==> config.mk <==
export PLATFORM = sky130hd
export DESIGN_NAME = dual_timer_counter
export DESIGN_NICKNAME = d
export VERILOG_FILES = /design/src/rtl/timer_pkg.sv /design/src/rtl/tick_if.sv /design/src/rtl/sync_bits.sv /design/src/rtl/prescaler.sv /design/src/rtl/dual_timer_counter.sv
export SDC_FILE = /design/constraint.sdc
export NUM_CORES = 1
export LEC_CHECK = 0
export ABC_AREA = 1
export ABC_CLOCK_PERIOD_IN_PS = 8600
export BUFFER_PORTS_ARGS = -buffer_cell sky130_fd_sc_hd__buf_2
export CAP_MARGIN = 5
export CORE_MARGIN = 3
export CORE_UTILIZATION = 30
export CTS_BUF_LIST = sky130_fd_sc_hd__clkbuf_2
export DETAILED_ROUTE_END_ITERATION = 16
export GPL_TIMING_DRIVEN = 0
export PLACE_DENSITY_LB_ADDON = 0.12
export SYNTH_ARGS = -nofsm -noshare
export SYNTH_HDL_FRONTEND = slang
export SYNTH_HIERARCHICAL = 1
export SYNTH_SLANG_ARGS = --single-unit
==> constraint.sdc <==
create_clock -name i_sys_clk -period 8.6 [get_ports i_sys_clk]
set_input_delay 1.72 -clock i_sys_clk [delete_from_list [all_inputs] [get_ports i_sys_clk]]
set_output_delay 1.72 -clock i_sys_clk [all_outputs]
set_load 0.05 [all_outputs]
==> src/rtl/timer_pkg.sv <==
// Shared constants for the dual 8-bit timer/counter: register map, fields, codes.
// Assumes an 8-bit register port and a 100 MHz system clock that also serves as fc.
package timer_pkg;
  localparam int unsigned UNITS = 2;
  localparam int unsigned DATA_W = 8;
  localparam int unsigned ADDR_W = 8;
  localparam int unsigned PRESC_W = 11;
  localparam int unsigned FS_DIV_W = 3;
  localparam int unsigned SYS_CLK_MHZ = 100;

  localparam logic [7:0] OFF_CTRL3 = 8'h00;
  localparam logic [7:0] OFF_CMP3 = 8'h04;
  localparam logic [7:0] OFF_COUNT3 = 8'h1C;
  localparam logic [7:0] UNIT_STRIDE = 8'h08;
  localparam logic [7:0] OFF_STATUS = 8'h10;
  localparam logic [7:0] OFF_MASK = 8'h14;
  localparam logic [7:0] OFF_CONFIG = 8'h18;

  localparam int unsigned CTRL_MODE_LSB = 0;
  localparam int unsigned CTRL_START_BIT = 3;
  localparam int unsigned CTRL_SEL_LSB = 4;
  localparam int unsigned CTRL_PRESET_BIT = 7;
  localparam int unsigned CFG_LOW_SPEED_BIT = 0;
  localparam int unsigned CFG_TAP_BIT = 1;

  localparam logic [7:0] CTRL_RST = 8'h00;
  localparam logic [7:0] CMP_RST = 8'hFF;
  localparam logic [1:0] MASK_RST = 2'h0;
  localparam logic [1:0] CFG_RST = 2'h0;

  // Tap exponents of the internal clock choices
  localparam int unsigned EXP_SLOW = 11;
  localparam int unsigned EXP_128 = 7;
  localparam int unsigned EXP_32 = 5;
  localparam int unsigned EXP_8 = 3;
  localparam int unsigned EXP_2 = 1;

  typedef enum logic [2:0] {
    MODE_TIMER_EVENT = 3'b000,
    MODE_DIVIDER = 3'b001,
    MODE_PWM = 3'b010,
    MODE_RESERVED = 3'b011,
    MODE_CASC_TIMER = 3'b100,
    MODE_WARMUP = 3'b101,
    MODE_CASC_PWM = 3'b110,
    MODE_CASC_PPG = 3'b111
  } mode_e;

  typedef enum logic [2:0] {
    SEL_SLOW_TAP = 3'b000,
    SEL_FC_DIV128 = 3'b001,
    SEL_FC_DIV32 = 3'b010,
    SEL_FC_DIV8 = 3'b011,
    SEL_FS = 3'b100,
    SEL_FC_DIV2 = 3'b101,
    SEL_FC = 3'b110,
    SEL_PIN = 3'b111
  } clk_sel_e;
endpackage

==> src/rtl/tick_if.sv <==
// Bundle of source-clock tick pulses, one per clock-select code.
// Driven by the prescaler, read by the counter logic on the same clock.
`timescale 1ns/100ps
interface tick_if;
  logic [7:0] tick;
  modport src (output tick);
  modport dst (input tick);
endinterface

==> src/rtl/sync_bits.sv <==
// Two-flop synchroniser for a group of pin inputs.
// Assumes the reset given is already synchronous to i_sys_clk on release.
`timescale 1ns/100ps
module sync_bits #(
  parameter int unsigned W = 1
) (
  input wire logic i_sys_clk,
  input wire logic i_rstn,
  input wire logic [W-1:0] i_async,
  output logic [W-1:0] o_sync
);
  typedef struct packed {
    logic [W-1:0] s1;
    logic [W-1:0] s2;
  } sync_s;
  sync_s q, d;

  if (W < 1) begin : g_chk
    $error("sync_bits needs W >= 1");
  end

  always_comb begin
    d = q;
    d.s1 = i_async;
    d.s2 = q.s1;
  end

  always_ff @(posedge i_sys_clk or negedge i_rstn) begin
    if (!i_rstn) begin
      q <= '0;
    end else begin
      q <= d;
    end
  end

  assign o_sync = q.s2;
endmodule

==> src/rtl/prescaler.sv <==
// Divider chain producing one-cycle tick pulses for each internal clock-select code, only the fs-derived ones in low speed; the pin code's tick stays low.
// Assumes fc is the system clock and fs arrives already synchronised.
`timescale 1ns/100ps
module prescaler (
  input wire logic i_sys_clk,
  input wire logic i_rstn,
  input wire logic i_fs_level,
  input wire logic i_tap_sel,
  input wire logic i_low_speed,
  tick_if.src ticks
);
  typedef struct packed {
    logic [timer_pkg::PRESC_W-1:0] fc_cnt;
    logic [timer_pkg::FS_DIV_W-1:0] fs_cnt;
    logic fs_last;
  } presc_s;
  presc_s q, d;
  logic fs_edge;
  logic fs_div8;

  function automatic logic fc_tap(input logic [timer_pkg::PRESC_W-1:0] c, input int unsigned e);
    logic r;
    r = 1'b1;
    for (int i = 0; i < timer_pkg::PRESC_W; i++) begin
      if (i < e && !c[i]) begin
        r = 1'b0;
      end
    end
    return r;
  endfunction

  assign fs_edge = i_fs_level & ~q.fs_last;
  assign fs_div8 = fs_edge & (&q.fs_cnt);

  always_comb begin
    d = q;
    d.fc_cnt = q.fc_cnt + timer_pkg::PRESC_W'(1);
    d.fs_last = i_fs_level;
    if (fs_edge) begin
      d.fs_cnt = q.fs_cnt + timer_pkg::FS_DIV_W'(1);
    end
  end

  always_ff @(posedge i_sys_clk or negedge i_rstn) begin
    if (!i_rstn) begin
      q <= '0;
    end else begin
      q <= d;
    end
  end

  // Low-speed operation leaves only fs-derived ticks
  always_comb begin
    ticks.tick = '0;
    ticks.tick[timer_pkg::SEL_SLOW_TAP] = (i_low_speed || i_tap_sel) ? fs_div8
                                          : fc_tap(q.fc_cnt, timer_pkg::EXP_SLOW);
    ticks.tick[timer_pkg::SEL_FC_DIV128] = !i_low_speed && fc_tap(q.fc_cnt, timer_pkg::EXP_128);
    ticks.tick[timer_pkg::SEL_FC_DIV32] = !i_low_speed && fc_tap(q.fc_cnt, timer_pkg::EXP_32);
    ticks.tick[timer_pkg::SEL_FC_DIV8] = !i_low_speed && fc_tap(q.fc_cnt, timer_pkg::EXP_8);
    ticks.tick[timer_pkg::SEL_FS] = fs_edge;
    ticks.tick[timer_pkg::SEL_FC_DIV2] = !i_low_speed && fc_tap(q.fc_cnt, timer_pkg::EXP_2);
    ticks.tick[timer_pkg::SEL_FC] = !i_low_speed;
  end
endmodule

==> src/rtl/dual_timer_counter.sv <==
// Two 8-bit timer/event counter units with divider output and match interrupts.
// Assumes a one-cycle strobe register port, fc equal to i_sys_clk, fs and
// event inputs asynchronous pins.
//
// Overview of operation
// - Timer mode counts internal ticks; on equality raise match and restart from zero.
// - Event mode counts event pin falling edges; equality raises match and clears.
// - Compare value has no shadow; a write acts at once.
// - Divider mode toggles the output flip-flop on each match, clears, interrupts.
// - Divider pin always drives the inverse of the output flip-flop.
// - Preset bit loads the flip-flop; reset clears it to zero.
// - Stopping holds the pin level; preset rewrite after stop changes it.
// - Low speed allows only the slow tap for timers, only pin for events.
// - Cascaded operation takes its clock select from the lower unit.
// - Full speed offers fc/2048 or fs/8, fc/128, fc/32, fc/8; low only fs/8.
// - Mode code 000 is timer or event counter, 001 divider output.
//
// Local design decisions: the strobed register port and the register offsets.
`timescale 1ns/100ps
module dual_timer_counter (
  input wire logic i_sys_clk,
  input wire logic i_rstn,
  input wire logic [timer_pkg::ADDR_W-1:0] i_addr,
  input wire logic [timer_pkg::DATA_W-1:0] i_wdata,
  input wire logic i_wr,
  input wire logic i_rd,
  output logic [timer_pkg::DATA_W-1:0] o_rdata,
  input wire logic [timer_pkg::UNITS-1:0] i_event_in_pin,
  input wire logic i_fs_clk,
  output logic [timer_pkg::UNITS-1:0] o_divider_out_pin,
  output logic [timer_pkg::UNITS-1:0] o_match_irq,
  output logic o_irq
);
  localparam int unsigned N = timer_pkg::UNITS;
  localparam int unsigned W = timer_pkg::DATA_W;

  typedef struct packed {
    logic [N-1:0][W-1:0] ctrl;
    logic [N-1:0][W-1:0] cmp;
    logic [N-1:0][W-1:0] count;
    logic [N-1:0] ff;
    logic [N-1:0] run;
    logic [N-1:0] ev_last;
    logic [N-1:0] match;
    logic [N-1:0] status;
    logic [N-1:0] mask;
    logic [1:0] cfg;
    logic [W-1:0] rdata;
  } top_s;
  top_s q, d;

  logic [1:0] rst_sync_q;
  logic rstn;
  logic [N:0] pins_sync;
  logic [N-1:0] ev_level;
  logic low_speed;
  logic [N-1:0][W-1:0] ctrl_nxt;
  logic [N-1:0] ctrl_we;
  logic [N-1:0][2:0] mode;
  logic [N-1:0][2:0] sel;
  logic [N-1:0] start;
  logic [N-1:0] ev_mode;
  logic [N-1:0] src;
  logic [N-1:0] hit;
  logic [N-1:0][W-1:0] inc;
  logic cascade;

  tick_if ticks ();

  if (N != 2 || W != 8) begin : g_chk
    $error("dual_timer_counter serves two 8-bit units only");
  end

  function automatic logic [7:0] unit_off(input logic [7:0] base, input int unsigned u);
    return base + 8'(u) * timer_pkg::UNIT_STRIDE;
  endfunction

  // Reset is released through two flops so that every flop leaves reset together
  always_ff @(posedge i_sys_clk or negedge i_rstn) begin
    if (!i_rstn) begin
      rst_sync_q <= 2'h0;
    end else begin
      rst_sync_q <= {rst_sync_q[0], 1'b1};
    end
  end
  assign rstn = rst_sync_q[1];

  sync_bits #(
    .W(N + 1)
  ) u_sync (
    .i_sys_clk(i_sys_clk),
    .i_rstn(rstn),
    .i_async({i_fs_clk, i_event_in_pin}),
    .o_sync(pins_sync)
  );
  assign ev_level = pins_sync[N-1:0];
  assign low_speed = q.cfg[timer_pkg::CFG_LOW_SPEED_BIT];

  prescaler u_presc (
    .i_sys_clk(i_sys_clk),
    .i_rstn(rstn),
    .i_fs_level(pins_sync[N]),
    .i_tap_sel(q.cfg[timer_pkg::CFG_TAP_BIT]),
    .i_low_speed(low_speed),
    .ticks(ticks)
  );

  // Control seen by the counters is the value being written this cycle
  for (genvar u = 0; u < N; u++) begin : g_unit
    assign ctrl_we[u] = i_wr && (i_addr == unit_off(timer_pkg::OFF_CTRL3, u));
    assign ctrl_nxt[u] = ctrl_we[u] ? i_wdata : q.ctrl[u];
    assign mode[u] = ctrl_nxt[u][timer_pkg::CTRL_MODE_LSB +: 3];
    assign start[u] = ctrl_nxt[u][timer_pkg::CTRL_START_BIT];
    assign ev_mode[u] = (mode[u] == timer_pkg::MODE_TIMER_EVENT)
                        && (sel[u] == timer_pkg::SEL_PIN);
    assign inc[u] = q.count[u] + W'(1);
    assign hit[u] = (inc[u] == q.cmp[u]);
    // Only the four prescaler taps feed timer and divider; in low speed the
    // prescaler already silences all but the slow tap
    assign src[u] = ev_mode[u] ? (q.ev_last[u] & ~ev_level[u])
                  : ((mode[u] == timer_pkg::MODE_TIMER_EVENT
                      || mode[u] == timer_pkg::MODE_DIVIDER)
                     && sel[u] <= timer_pkg::SEL_FC_DIV8
                     && ticks.tick[sel[u]]);
    assign o_divider_out_pin[u] = ~q.ff[u];
  end

  // Upper unit in a 16-bit mode follows the lower unit's clock select
  assign cascade = mode[1][2];
  assign sel[0] = ctrl_nxt[0][timer_pkg::CTRL_SEL_LSB +: 3];
  assign sel[1] = cascade ? sel[0] : ctrl_nxt[1][timer_pkg::CTRL_SEL_LSB +: 3];

  always_comb begin
    d = q;
    d.ev_last = ev_level;
    d.match = '0;
    d.rdata = '0;
    for (int u = 0; u < N; u++) begin
      d.ctrl[u] = ctrl_nxt[u];
      if (i_wr && i_addr == unit_off(timer_pkg::OFF_CMP3, u)) begin
        d.cmp[u] = i_wdata;
      end
      d.run[u] = start[u];
      if (!start[u]) begin
        d.count[u] = '0;
      end else if (src[u]) begin
        if (hit[u]) begin
          d.count[u] = '0;
          d.match[u] = 1'b1;
          if (mode[u] == timer_pkg::MODE_DIVIDER) begin
            d.ff[u] = ~q.ff[u];
          end
        end else begin
          d.count[u] = inc[u];
        end
      end
      // A write that stops the timer leaves the flip-flop alone; the preset is
      // taken while stopped or together with the start
      if (ctrl_we[u] && !q.run[u]) begin
        d.ff[u] = i_wdata[timer_pkg::CTRL_PRESET_BIT];
      end
    end
    // Sticky status: a match in the clearing cycle survives
    d.status = q.status | q.match;
    if (i_wr && i_addr == timer_pkg::OFF_STATUS) begin
      d.status = (q.status & ~i_wdata[N-1:0]) | q.match;
    end
    if (i_wr && i_addr == timer_pkg::OFF_MASK) begin
      d.mask = i_wdata[N-1:0];
    end
    if (i_wr && i_addr == timer_pkg::OFF_CONFIG) begin
      d.cfg = i_wdata[1:0];
    end
    if (i_rd) begin
      for (int u = 0; u < N; u++) begin
        if (i_addr == unit_off(timer_pkg::OFF_CTRL3, u)) begin
          d.rdata = q.ctrl[u];
        end
        if (i_addr == unit_off(timer_pkg::OFF_CMP3, u)) begin
          d.rdata = q.cmp[u];
        end
        if (i_addr == unit_off(timer_pkg::OFF_COUNT3, u)) begin
          d.rdata = q.count[u];
        end
      end
      case (i_addr)
        timer_pkg::OFF_STATUS: d.rdata = W'(q.status);
        timer_pkg::OFF_MASK: d.rdata = W'(q.mask);
        timer_pkg::OFF_CONFIG: d.rdata = W'(q.cfg);
        default: ;
      endcase
    end
  end

  always_ff @(posedge i_sys_clk or negedge rstn) begin
    if (!rstn) begin
      q.ctrl <= {N{timer_pkg::CTRL_RST}};
      q.cmp <= {N{timer_pkg::CMP_RST}};
      q.count <= '0;
      q.ff <= '0;
      q.run <= '0;
      q.ev_last <= '0;
      q.match <= '0;
      q.status <= '0;
      q.mask <= timer_pkg::MASK_RST;
      q.cfg <= timer_pkg::CFG_RST;
      q.rdata <= '0;
    end else begin
      q <= d;
    end
  end

  assign o_rdata = q.rdata;
  assign o_match_irq = q.match;
  assign o_irq = |(q.status & q.mask);
endmodule

; Word level (Yosys, flattened, before mapping)
; Cells that the tools add are included.
[totals]
ff_bits = 93
inputBits = 23
out_inout_bits = 13
wordCells = 153
[classes]
addsub = 4
magnitude_cmp = 4
eq_ne = 16
n_mux = 52
bitwise_logic = 14
n_reduce_logical = 40
[op_table]
columns = operator, count
row1 = 8-bit two-way mux, 13
row2 = "8-bit by 5-bit equality test with 1-bit output, second input constant", 4
row3 = 1-bit two-way mux, 32
row4 = 8-bit case mux with 3 select lines, 1
row5 = 1-bit logical AND, 19
row6 = "8-bit by 1-bit adder with 8-bit output, second input constant", 2
row7 = "8-bit by 4-bit equality test with 1-bit output, second input constant", 2
row8 = 8-bit equality test, 2
row9 = 2-bit nonzero test, 8
row10 = 7-bit two-way mux, 2
row11 = "11-bit by 1-bit adder with 11-bit output, second input constant", 1
row12 = "8-bit by 3-bit equality test with 1-bit output, second input constant", 1
row13 = "8-bit by 6-bit equality test with 1-bit output, second input constant", 1
row14 = 8-bit zero test, 1
row15 = "3-bit by 4-bit less-than comparator with 1-bit output, second input constant", 2
row16 = 4-bit AND reduction, 2
row17 = 1-bit binary-select mux with 3-bit select, 2
row18 = "3-bit by 1-bit equality test with 1-bit output, second input constant", 2
row19 = "3-bit equality test, second input constant", 2
row20 = "3-bit by 2-bit <= comparator with 1-bit output, second input constant", 2
row21 = 3-bit zero test, 2
row22 = 1-bit inverter, 5
row23 = 1-bit bitwise AND, 4
row24 = 2-bit bitwise AND, 2
row25 = other kinds (10), 16

; Depth between registers and ports, before layout
; Gate-level depths: netlist of the first run.
[logic_depth]
ltp_word = 19
ltp_mapped = 17
ltp_nobuf = 17

; Cells and area by module
; Netlist of the first run, hierarchy kept.
[by_module_without_submodules]
columns = module, n_inst, cells_per_inst, area_per_inst_um2, seq_area_each_um2
row1 = dual_timer_counter, 1, 543, 4324.1, 1771.7
row2 = prescaler, 1, 91, 764.5, 375.4
row3 = sync_bits, 1, 6, 150.1, 150.1

; Worst setup path before layout of the first run
; No wires, ideal clock.
[synth_timing]
path_type = input-to-reg
start = in i_addr[5] in the netlist's numbering
end = reg, netlist name q[33]
setup_time_ns = 0.121
arrival_time_ns = 3.062
required_time_ns = 8.479
path_slack_ns = 5.418
stages = 15
n_path_buf = 1
cell_sequence = nor2_2 > nand2_4 > nor2_2 > buf_6 > nand3_4 > nand2_4 > nand2_2 > nand2_2 > inv_2 > nor2_4 > nand3_4 > nand2_8 > nor2_8 > inv_4 > o21ai_2
[synth_lines]
columns = item, line
row1 = from (decl), dual_timer_counter.sv:23  ; input wire logic [timer_pkg::ADDR_W-1:0] i_addr,

==> flow_metrics.env, run 1 <==
export IMPL_drive_gt1_frac=0.224
export IMPL_grt_setup_unrepaired="false"
export IMPL_postCtsSetupRepairBufs=0
export IMPL_layout_cells_non_filler=909
export IMPL_drc=0
export IMPL_post_place_ws_ns=4.86
export IMPL_syn_area_mm2=0.00522
export IMPL_dp_cells=892
export IMPL_finalHoldViolations=0
export IMPL_r2r_slack_ns=6.42
export IMPL_fin_crit_sh=0.377
export IMPL_crit_path_end_kind="output port"
export IMPL_tns_ns=0
export IMPL_antenna_found_initial=2
export IMPL_max_freq_mhz=308
export IMPL_root_buffer="clkbuf_2"
export IMPL_maxCapViolCount=0
export IMPL_skew_ns=0.0511
export IMPL_grt_pass1_vias=4110
export IMPL_grt_pass1_wl_mm=21.9
export IMPL_rows=47
export IMPL_post_cts_resized=0
export IMPL_cts_sinks=91
export IMPL_postPlaceCellArea_mm2=0.00570
export IMPL_cts_tree="yes"
export IMPL_overflow=0
export IMPL_yosysWarnings=6
export IMPL_die_w_um=138
export IMPL_required_ns=6.88
export IMPL_dp_hpwl_mm=10.2
export IMPL_wirelength_mm=13.4
export IMPL_die_area_mm2=0.0190
export IMPL_netlist_instances=636
export IMPL_period_minus_slack_ns=3.24
export IMPL_crit_chain="a22o_1, buf_2"
export IMPL_boundaryPins=36
export IMPL_crit_type="reg2out"
export IMPL_nets=712
export IMPL_finalPower_mw=0.802
export IMPL_final_setup_viol_count=0
export IMPL_dr_first_iter_drc_count=250
export IMPL_post_drt_wl_per_cell_um=14.7
export IMPL_critPathSlowestCell="dfrtp_1"
export IMPL_hold_class="reg2async"
export IMPL_syn_num_nets=665
export IMPL_cpPeakStageDelay_ns=0.46
export IMPL_clock_latency_ns=0.62
export IMPL_grt_usage=0.151
export IMPL_p_leak_nw=2.67
export IMPL_maxSlewViolCount=0
export IMPL_clockBufferDepth=2
export IMPL_clk_pin_slew_ns=0.27
export IMPL_crit_arrival_ns=1.52
export IMPL_tightest_slew_ns=1.06
export IMPL_stdcell_area_mm2=0.00579
export IMPL_grt_max_degree=66
export IMPL_avgSynthCellArea_um2=8.20
export IMPL_pwr_density_cell_mw_per_mm2=139
export IMPL_routabilityCongestion=0.835
export IMPL_syn_to_final_growth_pct=11.0
export IMPL_cts_hold_buffers_added=0
export IMPL_cts_htree_levels=3
export IMPL_vias_per_cell=4.64
export IMPL_hold_worst_slack_ns=0.255
export IMPL_cts_made_buffers=9
export IMPL_vdd_drop_max_mv=0.0478
export IMPL_fin_util=0.344
export IMPL_dr_total_vias=4218
export IMPL_ant_nets=0
export IMPL_dr_pass1_iters=5
export IMPL_start_util=0.310
export IMPL_io_buffers=35
export IMPL_startpoint_type="register"
export IMPL_run_status="complete, no violations"
export IMPL_die_h_um=138
export IMPL_relSlewSlack=0.290
export IMPL_setup_ws_ns=5.36
export IMPL_crit_fanout=3
export IMPL_core_area_mm2=0.0168
==> layout by cell type (no fill, tap or decap), types with 7 or more instances in the layout <==
cell type / count
nand2_2: 12
nor3_1: 9
xor2_1: 10
o21ai_0: 34
nand2_1: 171
nand3_1: 33
inv_1: 93
a21oi_1: 11
clkbuf_2: 10
o21ai_2: 17
buf_4: 10
o21ai_1: 12
dfstp_2: 16
a221oi_1: 7
nand4_1: 15
buf_2: 35
dfrtp_1: 74
nor2_1: 32
==> state kept, by name, summed over array words and instances, names as in the netlist <==
register	cells
q	57
u_presc/q	15
o_rdata	8
u_sync/d	3
u_sync/o_sync	3
o_match_irq	2
rst_sync_q	2
low_speed	1
==> cell type report <==
class	instances	area (um2)
Clock inverter	6	40.0
Tap cell	220	275
Fill cell	1790	11000
Clock buffer	10	50.0
Buffer	17	134
Timing Repair Buffer	36	203
Multi-Input combinational cell	427	2400
Sequential cell	91	2300
Inverter	101	389
Antenna cell	1	2.50
==> report_power, final <==
part,leakage (nW),total (mW),switching [mW],internal [mW]
Sequential,1.13,0.479,0.0231,0.456
Clock,0.0536,0.199,0.160,0.0387
Combinational,1.49,0.124,0.0822,0.0421
==> critical path, delay by kind of cell (launching register included) <==
family,cells,cell delay [ns]
buf+inv,1,0.21
flops,1,0.46
compound gates,1,0.25
==> layer usage <==
layer  track usage  part of all wire  vias to the layer above
met5             0           0.00052                        -
met2         0.241              0.46                       77
met3        0.0254             0.041                       19
met4        0.0576             0.022                        2
met1         0.207              0.48                     1990
li1              -                 -                     2130
==> path summary, 6_finish.rpt <==
kind | depth (start not counted) | start | end
hold / removal | 0 | rst_sync_q[1] | u_sync/o_sync[1]
hold reg to reg | 0 | rst_sync_q[1] | u_sync/o_sync[1]
setup reg to reg | 15 | u_presc/q[4] | q[20]
max in group asynchronous | 1 | rst_sync_q[1] | q[41]
min in group i_sys_clk | 0 | u_sync/d[0] | u_sync/o_sync[0]
setup / recovery | 2 | q[10] | o_irq
Power figures use the tool's default switching activity.
==> inputs of run 2 (changes only) <==
--- a/config.mk
+++ b/config.mk
@@ -6,7 +6,7 @@
 export NUM_CORES = 1
 export LEC_CHECK = 0
 export ABC_AREA = 1
-export ABC_CLOCK_PERIOD_IN_PS = 8600
+export ABC_CLOCK_PERIOD_IN_PS = 3230
 export BUFFER_PORTS_ARGS = -buffer_cell sky130_fd_sc_hd__buf_2
 export CAP_MARGIN = 5
 export CORE_MARGIN = 3
==> constraint.sdc (replaced) <==
create_clock -name i_sys_clk -period 3.23 [get_ports i_sys_clk]
set_input_delay 0.646 -clock i_sys_clk [delete_from_list [all_inputs] [get_ports i_sys_clk]]
set_output_delay 0.646 -clock i_sys_clk [all_outputs]
set_load 0.05 [all_outputs]
==> run 2 against run 1 <==
- final cell count up 0.11%
- sequential share of layout area down 0.069 points
- via count down 0.47%
- flip-flop and latch count unchanged
- hold slack worse by 0.13 ns
- critical path depth up 7
- design area up 0.17%
==> flow_metrics.env, run 2 (same netlist as run 1, synthesis figures left out) <==
export IMPL_run_status="complete, no violations"
export IMPL_grt_max_degree=66
export IMPL_clock_latency_ns=0.60
export IMPL_boundaryPins=36
export IMPL_worstHoldStart="i_fs_clk"
export IMPL_crit_start="q[30]"
export IMPL_skew_ns=0.0480
export IMPL_dp_hpwl_mm=10.2
export IMPL_cts_made_buffers=9
export IMPL_postCtsSetupRepairBufs=0
export IMPL_antenna_found_initial=2
export IMPL_r2r_slack_ns=1.05
export IMPL_dr_total_vias=4198
export IMPL_grt_usage=0.151
export IMPL_die_w_um=138
export IMPL_final_cell_mix="nand2_1, inv_1, dfrtp_1, buf_2, o21ai_0"
export IMPL_grt_pass1_vias=4110
export IMPL_hold_class="in2reg"
export IMPL_core_area_mm2=0.0168
export IMPL_vdd_drop_max_mv=0.127
export IMPL_crit_path_end_kind="register"
export IMPL_overflow=0
export IMPL_drc=0
export IMPL_setup_ws_ns=1.05
export IMPL_clockBufferDepth=2
export IMPL_cts_tree="yes"
export IMPL_io_buffers=35
export IMPL_relSlewSlack=0.252
export IMPL_grt_use_met3=0.0254
export IMPL_period_minus_slack_ns=2.18
export IMPL_p_leak_nw=2.68
export IMPL_start_util=0.310
export IMPL_drive_gt1_frac=0.224
export IMPL_die_h_um=138
export IMPL_post_drt_wl_per_cell_um=14.6
export IMPL_tns_ns=0
export IMPL_pwr_density_cell_mw_per_mm2=368
export IMPL_ant_nets=0
export IMPL_top_register="q"
export IMPL_r2r_end="q[37]"
export IMPL_postPlaceCellArea_mm2=0.00570
export IMPL_dr_first_iter_drc_count=226
export IMPL_dp_cells=892
export IMPL_layout_cells_non_filler=910
export IMPL_crit_fanout=7
export IMPL_finalHoldViolations=0
export IMPL_startpoint_type="register"
export IMPL_wirelength_mm=13.3
export IMPL_layout_commonest_cell="nand2_1"
export IMPL_clk_pin_slew_ns=0.28
export IMPL_cts_sinks=91
export IMPL_stdcell_area_mm2=0.00580
export IMPL_grt_busiest_layer="met2"
export IMPL_grt_setup_unrepaired="false"
export IMPL_fin_util=0.345
export IMPL_nFillCells=1789
export IMPL_vias_per_cell=4.61
export IMPL_dr_pass1_iters=4
export IMPL_rows=47
export IMPL_required_ns=3.76
export IMPL_crit_path_end="q[37]"
export IMPL_cts_hold_buffers_added=1
export IMPL_syn_to_final_growth_pct=11.2
export IMPL_tightest_slew_ns=1.11
export IMPL_worstRegToRegCells=9
export IMPL_crit_type="reg2reg"
export IMPL_grt_pass1_wl_mm=21.9
export IMPL_fin_crit_sh=0.675
export IMPL_grt_use_met2=0.241
export IMPL_maxSlewViolCount=0
export IMPL_rr_startpoint="q[30]"
export IMPL_maxCapViolCount=0
export IMPL_largest_register_ffs=57
export IMPL_nets=713
export IMPL_crit_arrival_ns=2.71
export IMPL_cts_htree_levels=3
export IMPL_post_cts_resized=0
export IMPL_die_area_mm2=0.0190
export IMPL_max_freq_mhz=459
export IMPL_use_met1=0.207
export IMPL_root_buffer="clkbuf_2"
export IMPL_final_setup_viol_count=0
export IMPL_post_place_ws_ns=0.568
export IMPL_routabilityCongestion=0.835
run 2: cell types whose count changed in the layout (fill, tap and decap cells not counted):
| cell | before | now |
|---|---|---|
| dlygate4sd3_1 | 0 | 1 |
run 2: worst min-delay path by stage:
stage,to,slack [ns],depth (start not counted)
6_report,u_sync/d[2],0.13,1
5_1_grt,u_sync/d[1],0.03,1
4_1_cts,u_sync/d[2],0.06,1
3_5_place_dp,u_sync/o_sync[1],0.26,0
3_3_place_gp,u_sync/o_sync[2],0.33,0
2_1_floorplan,rst_sync_q[1],0.33,0
run 2: metrics by stage:
step | power (mW) | hold WS, ns
after floorplan | 1.52 | 0.331
after global placement | 1.62 | 0.333
after detailed placement | 1.63 | 0.259
after CTS | 2.17 | 0.0562
after global routing | 2.29 | 0.0311
final | 2.13 | 0.128
run 2: critical path, stage by stage (launching register included):
cell and delay (ns):
dfrtp_1 0.48, ha_1 0.25, xnor2_1 0.27, xnor2_1 0.10, nor2_1 0.11, nand2_1 0.08, nor3_1 0.14, nand4_1 0.35
nand4_1 0.24, o21ai_2 0.07
run 2: report_power, final:
part	internal [mW]	switching, mW	leakage [nW]
sequential	1.21	0.0615	1.13
combinational	0.113	0.219	1.49
clock	0.103	0.422	0.0536
run 2: routing by layer:
metal	wire [um]	up-vias
li1	-	2134
met1	6360	1980
met2	6220	66
met3	477	16
met4	244	2
met5	7	-
run 2: area by class of cell:
cell class / instances / area (um2) / share of cell area
clock buffers: 10 / 50.0 / 0.00863
multi-input cells: 427 / 2400 / 0.413
repair buffers: 37 / 213 / 0.0367
flip-flops and latches: 91 / 2300 / 0.397
inverters: 101 / 389 / 0.0671
plain buffers: 17 / 134 / 0.0231
diodes: 1 / 2.50 / 0.000431
well taps: 220 / 275 / 0.0475
clock inverters: 6 / 40.0 / 0.00690
==> inputs of run 3 (changes only) <==
--- a/config.mk
+++ b/config.mk
@@ -5,8 +5,8 @@
 export SDC_FILE = /design/constraint.sdc
 export NUM_CORES = 1
 export LEC_CHECK = 0
-export ABC_AREA = 1
-export ABC_CLOCK_PERIOD_IN_PS = 3230
+export ABC_AREA = 0
+export ABC_CLOCK_PERIOD_IN_PS = 2000
 export BUFFER_PORTS_ARGS = -buffer_cell sky130_fd_sc_hd__buf_2
 export CAP_MARGIN = 5
 export CORE_MARGIN = 3
==> constraint.sdc (replaced) <==
create_clock -name i_sys_clk -period 2 [get_ports i_sys_clk]
set_input_delay 0.4 -clock i_sys_clk [delete_from_list [all_inputs] [get_ports i_sys_clk]]
set_output_delay 0.4 -clock i_sys_clk [all_outputs]
set_load 0.05 [all_outputs]
==> run 3 against run 2 <==
- the flow now finishes with violations (setup timing)
- routed wire length is 7.3% higher
- non-clock buffer count grew 37
- highest routed layer is now met4
- largest power group unchanged
- design area is 7.9% higher
- flip-flop and latch count stayed put
==> flow_metrics.env, run 3 <==
export IMPL_fin_util=0.387
export IMPL_grt_max_degree=50
export IMPL_crit_type="in2reg"
export IMPL_dp_hpwl_mm=10.2
export IMPL_grt_pass1_vias=4161
export IMPL_skew_ns=0.0401
export IMPL_final_setup_viol_count=20
export IMPL_cts_tree="yes"
export IMPL_top_register="q"
export IMPL_startpoint_type="primary input"
export IMPL_hold_worst_slack_ns=0.0476
export IMPL_die_area_mm2=0.0185
export IMPL_vias_per_cell=5.31
export IMPL_cts_htree_levels=3
export IMPL_syn_area_mm2=0.00506
export IMPL_drc=0
export IMPL_dp_cells=741
export IMPL_dr_total_vias=4188
export IMPL_p_leak_nw=2.69
export IMPL_routabilityCongestion=0.838
export IMPL_violations="setup timing"
export IMPL_crit_arrival_ns=3.19
export IMPL_vdd_drop_max_mv=0.456
export IMPL_wirelength_mm=14.3
export IMPL_swShare=0.285
export IMPL_critPathSlowestCell="or4_4"
export IMPL_period_minus_slack_ns=2.68
export IMPL_boundaryPins=36
export IMPL_die_w_um=136
export IMPL_cpPeakStageDelay_ns=0.58
export IMPL_run_status="finished, violations left"
export IMPL_grt_usage=0.160
export IMPL_ant_nets=0
export IMPL_tightest_slew_ns=0.623
export IMPL_die_h_um=136
export IMPL_pwr_density_cell_mw_per_mm2=537
export IMPL_p_int_mw=2.40
export IMPL_clockBufferDepth=2
export IMPL_layout_commonest_cell="dfrtp_1"
export IMPL_rows=46
export IMPL_crit_path_end_kind="register"
export IMPL_required_ns=2.51
export IMPL_clock_latency_ns=0.62
export IMPL_dr_pass1_iters=7
export IMPL_avgSynthCellArea_um2=10.2
export IMPL_cts_made_buffers=9
export IMPL_root_buffer="clkbuf_2"
export IMPL_n_antenna_cell=0
export IMPL_finalHoldViolations=0
export IMPL_setup_ws_ns=-0.682
export IMPL_max_freq_mhz=373
export IMPL_antenna_found_initial=0
export IMPL_yosysWarnings=6
export IMPL_clk_pin_slew_ns=0.27
export IMPL_netlist_instances=494
export IMPL_crit_chain="buf_2, nor4_4, nand3_1, mux2i_1, inv_1, or4_4, o32ai_4, o21ai_1, a32o_1"
export IMPL_maxSlewViolCount=0
export IMPL_final_cell_mix="dfrtp_1, nand2_1, buf_2, buf_4, nor2_1"
export IMPL_grt_setup_unrepaired="true"
export IMPL_post_place_ws_ns=-1.40
export IMPL_nets=596
export IMPL_seq_power_share=0.599
export IMPL_hold_class="in2reg"
export IMPL_dr_first_iter_drc_count=330
export IMPL_maxCapViolCount=0
export IMPL_layout_cells_non_filler=788
export IMPL_fin_crit_sh=1.34
export IMPL_overflow=0
export IMPL_crit_fanout=9
export IMPL_clkPwrFrac=0.281
export IMPL_drive_gt1_frac=0.330
export IMPL_grt_pass1_wl_mm=22.9
export IMPL_cts_sinks=91
export IMPL_switchingPower_mw=0.957
export IMPL_core_area_mm2=0.0162
export IMPL_start_util=0.313
export IMPL_relSlewSlack=0.582
export IMPL_p_comb_frac=0.120
export IMPL_io_buffers=30
export IMPL_largest_register_ffs=57
export IMPL_syn_to_final_growth_pct=23.7
export IMPL_post_drt_wl_per_cell_um=18.1
export IMPL_syn_num_nets=523
[run 3: stage by stage]
stage / cell area (um2) / total power [mW] / setup TNS, ns
after floorplan: 5140 / 2.27 / -19.49
after global placement: 5560 / 2.38 / -61.23
after detailed placement: 5590 / 2.40 / -48.34
after CTS: 6050 / 3.40 / -12.91
after global routing: 6260 / 3.54 / -13.90
final: 6260 / 3.36 / -11.64
[run 3: worst paths after layout]
check	endpoint	start	depth (start not counted)	slack (ns)
setup / recovery	q[34]	i_addr[5]	9	-0.68
hold / removal	q[69]	i_wdata[7]	3	0.05
setup reg to reg	q[34]	u_presc/q[5]	11	-0.66
hold reg to reg	u_sync/o_sync[2]	rst_sync_q[1]	0	0.32
max in group asynchronous	q[40]	rst_sync_q[1]	1	0.97
min in group asynchronous	rst_sync_q[1]	i_rstn	2	0.09
[run 3: timing repair]
item	4_1_cts	5_1_grt
hold buffers	7	0
pin swaps	27	16
endpoints found under the hold margin	8	0
buffers inserted	13	13
setup endpoints to repair	37	42
resized for setup	35	19
[run 3: layout make-up]
cell class	instances	area, um2
sequential	91	2300
inverter	14	52.6
multi-input combinational	360	2890
fill	1612	9910
timing repair buffer	64	479
clock buffer	11	55.1
clock inverter	5	55.1
tap	216	270
buffer	27	154
[run 3: worst max-delay path: cells and delay by family]
kind	cells	cell delay, ns
multiplexers	1	0.33
AO/OA/AOI/OAI	3	0.83
AND/OR/NAND/NOR	3	1.40
buffers and inverters	2	0.23
[run 3: metal layers]
metal | vias to the layer above | routed length [um] | GRT usage
met2 | 93 | 6630 | 0.249
met3 | 11 | 546 | 0.0363
met1 | 2098 | 6940 | 0.229
li1 | 1986 | - | -
met5 | - | 0 | 0
met4 | 0 | 168 | 0.0375
[run 3: power by group through the flow]
stage                     combinational [mW]  sequential [mW]  clock [mW]
final                                  0.403             2.01       0.944
after global routing                   0.449             2.03        1.07
after CTS                              0.392             2.01       0.998
after detailed placement               0.359             2.04           0
after global placement                 0.321             2.06           0
after floorplan                        0.235             2.03           0
